### config.mk
export PLATFORM = sky130hd
export DESIGN_NAME = oru_top
export DESIGN_NICKNAME = d
export VERILOG_FILES = /design/src/oru_pkg.sv /design/src/oru_mon_if.sv /design/src/oru_debounce.sv /design/src/oru_monitor.sv /design/src/oru_top.sv
export SDC_FILE = /design/constraint.sdc
export NUM_CORES = 2
export LEC_CHECK = 0
export ABC_AREA = 0
export BUFFER_PORTS_ARGS = -buffer_cell sky130_fd_sc_hd__buf_2
export CAP_MARGIN = 20
export CORE_MARGIN = 2
export CORE_UTILIZATION = 55
export DETAILED_ROUTE_END_ITERATION = 7
export GPL_TIMING_DRIVEN = 1
export PLACE_DENSITY = 0.76
export REMOVE_ABC_BUFFERS = 1
export SLEW_MARGIN = 10
export SYNTH_ARGS = -nofsm -noshare
export SYNTH_HDL_FRONTEND = slang
export SYNTH_HIERARCHICAL = 1
export SYNTH_SLANG_ARGS = --single-unit
### constraint.sdc
create_clock -name clk -period 38 [get_ports clk]
set_input_delay 3.8 -clock clk [delete_from_list [all_inputs] [get_ports clk]]
set_output_delay 3.8 -clock clk [all_outputs]
set_load 0.02 [all_outputs]
### src/oru_pkg.sv
package oru_pkg;

   // register indices; byte address is four times the index
   localparam logic [13:0] IDX_IN5_FILT  = 14'h0340;
   localparam logic [13:0] IDX_SPD_CUR   = 14'h034e;
   localparam logic [13:0] IDX_TRQ_CUR   = 14'h034f;
   localparam logic [13:0] IDX_SPD_VOL   = 14'h0350;
   localparam logic [13:0] IDX_TRQ_VOL   = 14'h0351;
   localparam logic [13:0] IDX_COMM_OUT  = 14'h0360;
   localparam logic [13:0] IDX_COMM_ANA  = 14'h0361;
   localparam logic [13:0] IDX_STATUS    = 14'h0362;
   localparam logic [13:0] IDX_O1_FN     = 14'h0400;
   localparam logic [13:0] IDX_O1_POL    = 14'h0401;
   localparam logic [13:0] IDX_O2_FN     = 14'h0402;
   localparam logic [13:0] IDX_O2_POL    = 14'h0403;
   localparam logic [13:0] IDX_SRC_SEL   = 14'h0416;
   localparam logic [13:0] IDX_FORCE     = 14'h0417;
   localparam logic [13:0] IDX_MON_SRC   = 14'h0432;
   localparam logic [13:0] IDX_MON_OFS   = 14'h0433;
   localparam logic [13:0] IDX_MON_GAIN  = 14'h0434;

   // reset values
   localparam logic [15:0] RST_IN5_FILT  = 16'h0032;
   localparam logic [15:0] RST_SPD       = 16'h0bb8;
   localparam logic [15:0] RST_TRQ       = 16'h0064;
   localparam logic [15:0] RST_O1_FN     = 16'h0001;
   localparam logic [15:0] RST_O2_FN     = 16'h000b;
   localparam logic [15:0] RST_ZERO      = 16'h0000;
   localparam logic [15:0] RST_MON_GAIN  = 16'h0064;

   // bit positions
   localparam int BIT_OUT_ONE = 0;
   localparam int BIT_OUT_TWO = 1;
   localparam int BIT_ST_IN5  = 2;
   localparam int BIT_ST_FBOP = 3;

   // output function codes
   localparam logic [15:0] FN_NONE    = 16'h0000;
   localparam logic [15:0] FN_READY   = 16'h0001;
   localparam logic [15:0] FN_ROTATE  = 16'h0002;
   localparam logic [15:0] FN_WARN    = 16'h000a;
   localparam logic [15:0] FN_FAULT   = 16'h000b;
   localparam logic [15:0] FN_COMPARE = 16'h0019;
   localparam logic [15:0] FN_COMM    = 16'h001f;
   localparam logic [15:0] FN_EXTMON  = 16'h0020;

   // analog monitor source codes
   localparam logic [15:0] MON_SPEED   = 16'h0000;
   localparam logic [15:0] MON_SPD_REF = 16'h0001;
   localparam logic [15:0] MON_TRQ_REF = 16'h0002;
   localparam logic [15:0] MON_DEV_REF = 16'h0003;
   localparam logic [15:0] MON_DEV_ENC = 16'h0004;
   localparam logic [15:0] MON_POS_SPD = 16'h0005;
   localparam logic [15:0] MON_POS_DON = 16'h0006;
   localparam logic [15:0] MON_AIN_ONE = 16'h0008;
   localparam logic [15:0] MON_COMM    = 16'h000a;

   // analog scaling
   localparam logic signed [31:0] MON_LIMIT_MV = 32'sh0000_2710;
   localparam logic signed [31:0] GAIN_SCALE   = 32'sh0000_0064;
   localparam logic signed [15:0] POS_DONE_MV  = 16'sh1388;

   // filter timing: setting unit is 0.01 ms
   localparam int CLK_PERIOD_NS = 20;
   localparam int FILT_UNIT_NS  = 10000;
   localparam int FILT_UNIT_CYC =
      (FILT_UNIT_NS + CLK_PERIOD_NS - 1) / CLK_PERIOD_NS;
   localparam logic [15:0] FILT_UNIT_LAST = 16'(FILT_UNIT_CYC - 1);

endpackage : oru_pkg

### src/oru_mon_if.sv
`timescale 1ns/100ps
interface oru_mon_if;
   logic        [15:0] srcSel;
   logic signed [15:0] gain;
   logic signed [15:0] offsetMv;
   logic signed [15:0] valueMv;

   modport cfg (output srcSel, output gain, output offsetMv,
                input valueMv);
   modport mon (input srcSel, input gain, input offsetMv,
                output valueMv);
endinterface : oru_mon_if

### src/oru_debounce.sv
`timescale 1ns/100ps
module oru_debounce (
   input  wire logic        clk,
   input  wire logic        rst,
   input  wire logic        rawIn,
   input  wire logic [15:0] filtUnits,
   output logic             filtOut
);
   logic [15:0] preCnt_r;
   logic [15:0] unitCnt_r;
   logic        filt_r;
   wire         differs = rawIn != filt_r;
   wire         tick    = preCnt_r == oru_pkg::FILT_UNIT_LAST;
   wire         flip    = differs && (unitCnt_r >= filtUnits);

   assign filtOut = filt_r;

   always_ff @(posedge clk or posedge rst) begin
      if (rst) begin
         preCnt_r  <= 16'h0000;
         unitCnt_r <= 16'h0000;
         filt_r    <= 1'b0;
      end else if (!differs || flip) begin
         preCnt_r  <= 16'h0000;
         unitCnt_r <= 16'h0000;
         filt_r    <= flip ? rawIn : filt_r;
      end else begin
         preCnt_r  <= tick ? 16'h0000 : preCnt_r + 16'h0001;
         unitCnt_r <= tick ? unitCnt_r + 16'h0001 : unitCnt_r;
      end
   end
endmodule : oru_debounce

### src/oru_monitor.sv
`timescale 1ns/100ps
module oru_monitor (
   input  wire logic               clk,
   input  wire logic               rst,
   oru_mon_if.mon                  mon,
   input  wire logic signed [15:0] motorSpeed,
   input  wire logic signed [15:0] speedRef,
   input  wire logic signed [15:0] torqueRef,
   input  wire logic signed [15:0] posDevRef,
   input  wire logic signed [15:0] posDevEnc,
   input  wire logic signed [15:0] posRefSpeed,
   input  wire logic               posDone,
   input  wire logic signed [15:0] analogInOne,
   input  wire logic signed [15:0] commAnalog
);
   logic signed [15:0] selVal;
   logic signed [15:0] value_r;
   logic signed [31:0] prod;
   logic signed [31:0] sum;
   logic signed [15:0] value_nxt;

   always_comb begin
      if (mon.srcSel == oru_pkg::MON_SPEED) selVal = motorSpeed;
      else if (mon.srcSel == oru_pkg::MON_SPD_REF) selVal = speedRef;
      else if (mon.srcSel == oru_pkg::MON_TRQ_REF) selVal = torqueRef;
      else if (mon.srcSel == oru_pkg::MON_DEV_REF) selVal = posDevRef >>> 1;
      else if (mon.srcSel == oru_pkg::MON_DEV_ENC) selVal = posDevEnc >>> 1;
      else if (mon.srcSel == oru_pkg::MON_POS_SPD) selVal = posRefSpeed;
      else if (mon.srcSel == oru_pkg::MON_POS_DON)
         selVal = posDone ? oru_pkg::POS_DONE_MV : 16'sh0000;
      else if (mon.srcSel == oru_pkg::MON_AIN_ONE) selVal = analogInOne;
      else if (mon.srcSel == oru_pkg::MON_COMM) selVal = commAnalog;
      else selVal = 16'sh0000;
   end

   always_comb begin
      prod = (32'(selVal) * 32'(mon.gain)) / oru_pkg::GAIN_SCALE;
      sum  = prod + 32'(mon.offsetMv);
      if (sum > oru_pkg::MON_LIMIT_MV)
         value_nxt = 16'(oru_pkg::MON_LIMIT_MV);
      else if (sum < -oru_pkg::MON_LIMIT_MV)
         value_nxt = 16'(-oru_pkg::MON_LIMIT_MV);
      else value_nxt = 16'(sum);
   end

   always_ff @(posedge clk or posedge rst) begin
      if (rst) value_r <= 16'sh0000;
      else value_r <= value_nxt;
   end
   assign mon.valueMv = value_r;
endmodule : oru_monitor

### src/oru_top.sv
`timescale 1ns/100ps
// Function
// - function code picks the output source
// - polarity bit inverts the selected level
// - source bit picks function or comm bit
// - non-operational fieldbus forces chosen outputs inactive
// - input five debounced, time applied at once
// - monitor source code selects monitored quantity
// - monitor value scaled by gain, then offset
module oru_top (
   input  wire logic               clk,
   input  wire logic               rst,
   input  wire logic [15:0]        wbAdr,
   input  wire logic [31:0]        wbDatI,
   output logic      [31:0]        wbDatO,
   input  wire logic               wbWe,
   input  wire logic [3:0]         wbSel,
   input  wire logic               wbCyc,
   input  wire logic               wbStb,
   output logic                    wbAck,
   input  wire logic               fieldbusOperational,
   input  wire logic               driveReady,
   input  wire logic               motorRotating,
   input  wire logic               warning,
   input  wire logic               fault,
   input  wire logic               compareResult,
   input  wire logic               extDevMonitor,
   input  wire logic               inputFiveRaw,
   output logic                    inputFiveFiltered,
   output logic                    outputOne,
   output logic                    outputTwo,
   input  wire logic signed [15:0] motorSpeed,
   input  wire logic signed [15:0] speedRef,
   input  wire logic signed [15:0] torqueRef,
   input  wire logic signed [15:0] posDevRef,
   input  wire logic signed [15:0] posDevEnc,
   input  wire logic signed [15:0] posRefSpeed,
   input  wire logic               posDone,
   input  wire logic signed [15:0] analogInOne,
   output logic signed [15:0]      analogMonitorMv
);

   // byte-lane merge of the low half word
   function automatic logic [15:0] mergeLow(input logic [15:0] old,
                                            input logic [31:0] dat,
                                            input logic [3:0]  sel);
      mergeLow = {sel[1] ? dat[15:8] : old[15:8],
                  sel[0] ? dat[7:0]  : old[7:0]};
   endfunction : mergeLow

   // function level of one output
   function automatic logic fnLevel(input logic [15:0] code,
                                    input logic        commBit,
                                    input logic [5:0]  st);
      if (code == oru_pkg::FN_READY) fnLevel = st[0];
      else if (code == oru_pkg::FN_ROTATE) fnLevel = st[1];
      else if (code == oru_pkg::FN_WARN) fnLevel = st[2];
      else if (code == oru_pkg::FN_FAULT) fnLevel = st[3];
      else if (code == oru_pkg::FN_COMPARE) fnLevel = st[4];
      else if (code == oru_pkg::FN_COMM) fnLevel = commBit;
      else if (code == oru_pkg::FN_EXTMON) fnLevel = st[5];
      else fnLevel = 1'b0;
   endfunction : fnLevel

   logic [15:0] filt_r;
   logic [15:0] spdCur_r;
   logic [15:0] trqCur_r;
   logic [15:0] spdVol_r;
   logic [15:0] trqVol_r;
   logic [15:0] commOut_r;
   logic [15:0] commAna_r;
   logic [15:0] o1Fn_r;
   logic [15:0] o1Pol_r;
   logic [15:0] o2Fn_r;
   logic [15:0] o2Pol_r;
   logic [15:0] srcSel_r;
   logic [15:0] force_r;
   logic [15:0] monSrc_r;
   logic [15:0] monOfs_r;
   logic [15:0] monGain_r;
   logic        ack_r;
   logic [31:0] datO_r;
   logic [31:0] datO_nxt;
   logic        out1_r;
   logic        out2_r;

   oru_mon_if monBus ();

   // bus decode
   wire [13:0] idx     = wbAdr[15:2];
   wire        req     = wbCyc && wbStb && !ack_r;
   // writes land on the acknowledged edge
   wire        wr      = wbCyc && wbStb && wbWe && ack_r;
   wire [5:0]  status  = {extDevMonitor, compareResult, fault,
                          warning, motorRotating, driveReady};
   wire [15:0] stWord  = {12'h000, fieldbusOperational,
                          inputFiveFiltered, out2_r, out1_r};

   wire wrFilt    = wr && idx == oru_pkg::IDX_IN5_FILT;
   wire wrSpdCur  = wr && idx == oru_pkg::IDX_SPD_CUR;
   wire wrTrqCur  = wr && idx == oru_pkg::IDX_TRQ_CUR;
   wire wrSpdVol  = wr && idx == oru_pkg::IDX_SPD_VOL;
   wire wrTrqVol  = wr && idx == oru_pkg::IDX_TRQ_VOL;
   wire wrCommOut = wr && idx == oru_pkg::IDX_COMM_OUT;
   wire wrCommAna = wr && idx == oru_pkg::IDX_COMM_ANA;
   wire wrO1Fn    = wr && idx == oru_pkg::IDX_O1_FN;
   wire wrO1Pol   = wr && idx == oru_pkg::IDX_O1_POL;
   wire wrO2Fn    = wr && idx == oru_pkg::IDX_O2_FN;
   wire wrO2Pol   = wr && idx == oru_pkg::IDX_O2_POL;
   wire wrSrcSel  = wr && idx == oru_pkg::IDX_SRC_SEL;
   wire wrForce   = wr && idx == oru_pkg::IDX_FORCE;
   wire wrMonSrc  = wr && idx == oru_pkg::IDX_MON_SRC;
   wire wrMonOfs  = wr && idx == oru_pkg::IDX_MON_OFS;
   wire wrMonGain = wr && idx == oru_pkg::IDX_MON_GAIN;

   // read mux, unmapped reads zero
   always_comb begin
      if (idx == oru_pkg::IDX_IN5_FILT) datO_nxt = {16'h0000, filt_r};
      else if (idx == oru_pkg::IDX_SPD_CUR) datO_nxt = {16'h0000, spdCur_r};
      else if (idx == oru_pkg::IDX_TRQ_CUR) datO_nxt = {16'h0000, trqCur_r};
      else if (idx == oru_pkg::IDX_SPD_VOL) datO_nxt = {16'h0000, spdVol_r};
      else if (idx == oru_pkg::IDX_TRQ_VOL) datO_nxt = {16'h0000, trqVol_r};
      else if (idx == oru_pkg::IDX_COMM_OUT) datO_nxt = {16'h0000, commOut_r};
      else if (idx == oru_pkg::IDX_COMM_ANA) datO_nxt = {16'h0000, commAna_r};
      else if (idx == oru_pkg::IDX_STATUS) datO_nxt = {16'h0000, stWord};
      else if (idx == oru_pkg::IDX_O1_FN) datO_nxt = {16'h0000, o1Fn_r};
      else if (idx == oru_pkg::IDX_O1_POL) datO_nxt = {16'h0000, o1Pol_r};
      else if (idx == oru_pkg::IDX_O2_FN) datO_nxt = {16'h0000, o2Fn_r};
      else if (idx == oru_pkg::IDX_O2_POL) datO_nxt = {16'h0000, o2Pol_r};
      else if (idx == oru_pkg::IDX_SRC_SEL) datO_nxt = {16'h0000, srcSel_r};
      else if (idx == oru_pkg::IDX_FORCE) datO_nxt = {16'h0000, force_r};
      else if (idx == oru_pkg::IDX_MON_SRC) datO_nxt = {16'h0000, monSrc_r};
      else if (idx == oru_pkg::IDX_MON_OFS) datO_nxt = {16'h0000, monOfs_r};
      else if (idx == oru_pkg::IDX_MON_GAIN) datO_nxt = {16'h0000, monGain_r};
      else datO_nxt = 32'h0000_0000;
   end

   // bus answer one cycle after request
   always_ff @(posedge clk or posedge rst) begin
      if (rst) begin
         ack_r  <= 1'b0;
         datO_r <= 32'h0000_0000;
      end else begin
         ack_r  <= req;
         datO_r <= (req && !wbWe) ? datO_nxt : datO_r;
      end
   end
   assign wbAck  = ack_r;
   assign wbDatO = datO_r;

   // filter time written takes effect at once
   always_ff @(posedge clk or posedge rst) begin
      if (rst) filt_r <= oru_pkg::RST_IN5_FILT;
      else if (wrFilt) filt_r <= mergeLow(filt_r, wbDatI, wbSel);
   end

   always_ff @(posedge clk or posedge rst) begin
      if (rst) begin
         spdCur_r  <= oru_pkg::RST_SPD;
         trqCur_r  <= oru_pkg::RST_TRQ;
         spdVol_r  <= oru_pkg::RST_SPD;
         trqVol_r  <= oru_pkg::RST_TRQ;
         commOut_r <= oru_pkg::RST_ZERO;
         commAna_r <= oru_pkg::RST_ZERO;
      end else begin
         if (wrSpdCur) spdCur_r <= mergeLow(spdCur_r, wbDatI, wbSel);
         if (wrTrqCur) trqCur_r <= mergeLow(trqCur_r, wbDatI, wbSel);
         if (wrSpdVol) spdVol_r <= mergeLow(spdVol_r, wbDatI, wbSel);
         if (wrTrqVol) trqVol_r <= mergeLow(trqVol_r, wbDatI, wbSel);
         if (wrCommOut) commOut_r <= mergeLow(commOut_r, wbDatI, wbSel);
         if (wrCommAna) commAna_r <= mergeLow(commAna_r, wbDatI, wbSel);
      end
   end

   always_ff @(posedge clk or posedge rst) begin
      if (rst) begin
         o1Fn_r   <= oru_pkg::RST_O1_FN;
         o1Pol_r  <= oru_pkg::RST_ZERO;
         o2Fn_r   <= oru_pkg::RST_O2_FN;
         o2Pol_r  <= oru_pkg::RST_ZERO;
         srcSel_r <= oru_pkg::RST_ZERO;
         force_r  <= oru_pkg::RST_ZERO;
      end else begin
         if (wrO1Fn) o1Fn_r <= mergeLow(o1Fn_r, wbDatI, wbSel);
         if (wrO1Pol) o1Pol_r <= mergeLow(o1Pol_r, wbDatI, wbSel);
         if (wrO2Fn) o2Fn_r <= mergeLow(o2Fn_r, wbDatI, wbSel);
         if (wrO2Pol) o2Pol_r <= mergeLow(o2Pol_r, wbDatI, wbSel);
         if (wrSrcSel) srcSel_r <= mergeLow(srcSel_r, wbDatI, wbSel);
         if (wrForce) force_r <= mergeLow(force_r, wbDatI, wbSel);
      end
   end

   always_ff @(posedge clk or posedge rst) begin
      if (rst) begin
         monSrc_r  <= oru_pkg::RST_ZERO;
         monOfs_r  <= oru_pkg::RST_ZERO;
         monGain_r <= oru_pkg::RST_MON_GAIN;
      end else begin
         if (wrMonSrc) monSrc_r <= mergeLow(monSrc_r, wbDatI, wbSel);
         if (wrMonOfs) monOfs_r <= mergeLow(monOfs_r, wbDatI, wbSel);
         if (wrMonGain) monGain_r <= mergeLow(monGain_r, wbDatI, wbSel);
      end
   end

   wire fnOne  = fnLevel(o1Fn_r, commOut_r[oru_pkg::BIT_OUT_ONE], status);
   wire fnTwo  = fnLevel(o2Fn_r, commOut_r[oru_pkg::BIT_OUT_TWO], status);
   wire selOne = srcSel_r[oru_pkg::BIT_OUT_ONE]
                 ? commOut_r[oru_pkg::BIT_OUT_ONE] : fnOne;
   wire selTwo = srcSel_r[oru_pkg::BIT_OUT_TWO]
                 ? commOut_r[oru_pkg::BIT_OUT_TWO] : fnTwo;
   wire polOne = selOne ^ o1Pol_r[0];
   wire polTwo = selTwo ^ o2Pol_r[0];
   wire frcOne = !fieldbusOperational && force_r[oru_pkg::BIT_OUT_ONE];
   wire frcTwo = !fieldbusOperational && force_r[oru_pkg::BIT_OUT_TWO];
   // forced output at inactive physical level
   wire out1_nxt = frcOne ? o1Pol_r[0] : polOne;
   wire out2_nxt = frcTwo ? o2Pol_r[0] : polTwo;

   always_ff @(posedge clk or posedge rst) begin
      if (rst) begin
         out1_r <= 1'b0;
         out2_r <= 1'b0;
      end else begin
         out1_r <= out1_nxt;
         out2_r <= out2_nxt;
      end
   end
   assign outputOne = out1_r;
   assign outputTwo = out2_r;

   assign monBus.srcSel   = monSrc_r;
   assign monBus.gain     = monGain_r;
   assign monBus.offsetMv = monOfs_r;
   assign analogMonitorMv = monBus.valueMv;

   oru_monitor uMon (
      .clk         (clk),
      .rst         (rst),
      .mon         (monBus.mon),
      .motorSpeed  (motorSpeed),
      .speedRef    (speedRef),
      .torqueRef   (torqueRef),
      .posDevRef   (posDevRef),
      .posDevEnc   (posDevEnc),
      .posRefSpeed (posRefSpeed),
      .posDone     (posDone),
      .analogInOne (analogInOne),
      .commAnalog  (commAna_r)
   );

   oru_debounce uDeb (
      .clk       (clk),
      .rst       (rst),
      .rawIn     (inputFiveRaw),
      .filtUnits (filt_r),
      .filtOut   (inputFiveFiltered)
   );
endmodule : oru_top

==> impl_results.md <==
- Area growth syn-to-layout: 7.33%
- Synth Warn #: 6
- Max Clock Freq: 0.0282 GHz
- Clk slew on worst S/H paths: 0.06 ns
- Fin Hold WS: 0.491 ns
- Die Span Y: 267 um
- Top FF cell, synth: dfrtp_1
- Aggregate global routing overflow: 0
- Post-synthesis sequential area ratio: 21.4%
- Final worst slack: 2.60 ns
- First-pass DRT Iterations: 8
- CP Class: input pin to register
- Gpl congestion: 0.987
- GRT Util Overall: 32.4%
- H-Tree Depth: 1
- Post-detailed-routing wire length: 117000 um
- First-pass GRT wire length: 183000 um
- M3 GR Usage: 4.32%
- Hold Buf Count CTS: 0
- Status: finished clean
- Layout cells sized above 1: 19.9%
- Startpoint Class: input pin
- P per Cell Area: 19.1 nW/um^2
- Met2 Track Usage GR: 53.8%
- R2R Setup Slk: 3.42 ns
- Register area: 8150 um^2
- Worst slew margin: 12.7%
- CP Data Required Time: 38.48 ns
- Worst-margin pin slew: 1.30 ns
- Post-synthesis mux area share: 8.66%
- Post-place setup slack: 1.47 ns
- CTS Buf Count: 31
- Cell variety after synth: 173
- Max-slew violations: 0
- Leading area contributor after synthesis: dfrtp_1
- Most numerous cell in the Yosys netlist: inv_1
- Worst skew pair latency: 0.59 ns
- Die area: 71300 um^2
- Number of cell rows: 96
- Share of the synthesized area in the top cell type: 19.3%
- Max VDD drop: 0.0365 mV
- Detailed-route vias per instance: 6.53
- CTS Buffer Depth: 3
- CP max stage cell: or4_1
- Synth top area cells: dfrtp_1 19%, fa_1 14%, mux2_2 7.7%
- CP Capture Type: register
- Initial antenna violation count: 6
- Mapped Area: 38000 um^2
- PortBufs: 191
- GR peak layer: met2
- Clock skew: 0.0155 ns
- Largest driver fanout on the critical path: 15
- CTS tree: yes
- Synth Area in Adders: 18.4%
- Util after Layout: 59.6%
- Pleak: 18.3 nW
- Post-synthesis sequential element count: 324
- Post-Synthesis Cells: 4165
- Routed WL per cell: 22.6 um
- CP most frequent cell: a21o_1
- Post-DP HPWL: 86800 um
- Via count: 33742
- Worst EP arrival: 35.88 ns
- Final Hold Fails: 0
- Final Cycle Share: 93.2%
- Synth top cells by count: 372 x inv_1, 318 x nand2_1, 294 x dfrtp_1
- GR Layer Usage met1: 41.0%
- Top Ports: 230
- Footprint of the multi-input gates: 27600 um^2
- Crit path time final: 35.40 ns
- Die W: 267 um
- Final setup fails: 0
- Tightest Hold Check Type: register to register
- DRT iter0 DRCs: 3592
- RSZ-0062 raised after global routing: no
- Initial Util: 55.5%
- Synth Area in Compound Gates: 21.0%
- EDFF count, synth: 0
- Xor and xnor area share after synthesis: 4.89%
- Largest net degree at the start of global routing: 118
- Nets: 4832
- Vias in the first global route: 33037
- TNS Setup: 0 ns
- Post-Synth Simple-Gate Area: 19.0%
- Combinational family with the most area after synthesis: compound AO/OA/AOI/OAI gates
- Fillers: 5964
- Post-synth ARST share: 100%
- Num Clock Sinks: 324
- Syn Area/Cell: 9.13 um^2
- Drt drc: 0
- Max-cap violation count: 0
- Area of the core: 68500 um^2
- Cell chosen for the clock root: clkbuf_16
- Routed Antenna Nets: 0
- Critical Path Max Stage Delay: 0.71 ns
==> area by class of cell <==
class | count | area share (%)
multi-input combinational | 3272 | 67.5
inverter | 377 | 3.52
tap | 882 | 2.70
clock inverter | 15 | 0.509
timing repair buffer | 251 | 3.57
sequential | 324 | 20.0
antenna | 4 | 0.0245
clock buffer | 43 | 2.18
==> through the flow <==
step / area (um^2) / total power [mW] / cells
2_1_floorplan: 37000 / 0.406 / 3972
3_3_place_gp: 39400 / 0.446 / 5087
3_5_place_dp: 39400 / 0.447 / 5088
4_1_cts: 40500 / 0.778 / 5146
5_1_grt: 40800 / 0.802 / 5165
6_report: 40800 / 0.780 / 5168
==> layer usage <==
layer	wire [um]	vias to the layer above
li1	-	15134
met1	44900	16584
met2	55400	1605
met3	9280	409
met4	6910	10
met5	71	-
==> cell families (layout without fill, tap and decap cells) <==
logic type	Yosys count	in the layout
and+or+nand+nor	1331	1331
DFF	324	324
other	1	20
AOI/OAI and AO/OA	1033	1033
xor gates and xnor gates	194	195
muxes	293	293
adders and majority gates	404	404
buffers and inverters	585	686
==> power breakdown <==
group          switching, mW  internal, mW  total, mW
combinational         0.0675        0.0295     0.0971
sequential           0.00138         0.347      0.348
clock                  0.138         0.197      0.335
==> placed cells by master (no fill, tap or decap), drive strengths merged, types with 69 or more instances in the layout <==
| cell | count |
|---|---|
| o21ai | 143 |
| ha | 134 |
| fa | 263 |
| inv | 375 |
| nand3 | 87 |
| nor3 | 107 |
| a21oi | 223 |
| and2 | 142 |
| dfrtp | 294 |
| xnor2 | 125 |
| nor2 | 279 |
| nand2 | 321 |
| mux2 | 267 |
| xor2 | 69 |
| buf | 250 |
==> path summary, 6_finish.rpt <==
check	endpoint	depth (start not counted)	startpoint
max	uMon/mon.valueMv[4]	121	analogInOne[6]
max reg2reg	uMon/mon.valueMv[4]	125	monBus.srcSel[9]
min	uDeb/preCnt_r[0]	1	uDeb/preCnt_r[0]
max in group asynchronous	o2Fn_r[3]	4	rst
min reg2reg	uDeb/preCnt_r[0]	1	uDeb/preCnt_r[0]
min in group asynchronous	uMon/mon.valueMv[2]	2	rst
==> critical path, delay by kind of cell <==
| kind | cells | cell delay, ns |
|---|---|---|
| XOR/XNOR | 7 | 1.92 |
| multiplexers | 4 | 1.25 |
| buffers and inverters | 9 | 0.87 |
| adder cells (fa/ha/maj) | 10 | 4.53 |
| AND/OR/NAND/NOR | 25 | 7.23 |
| AO/OA/AOI/OAI | 66 | 16.19 |
==> timing repair <==
item | CTS | global route
setup buffers | 0 | 10
hold endpoints to repair | 0 | 0
resized for setup | 0 | 11
endpoints found under the setup margin | 0 | 16
Power figures use the tool's default switching activity.
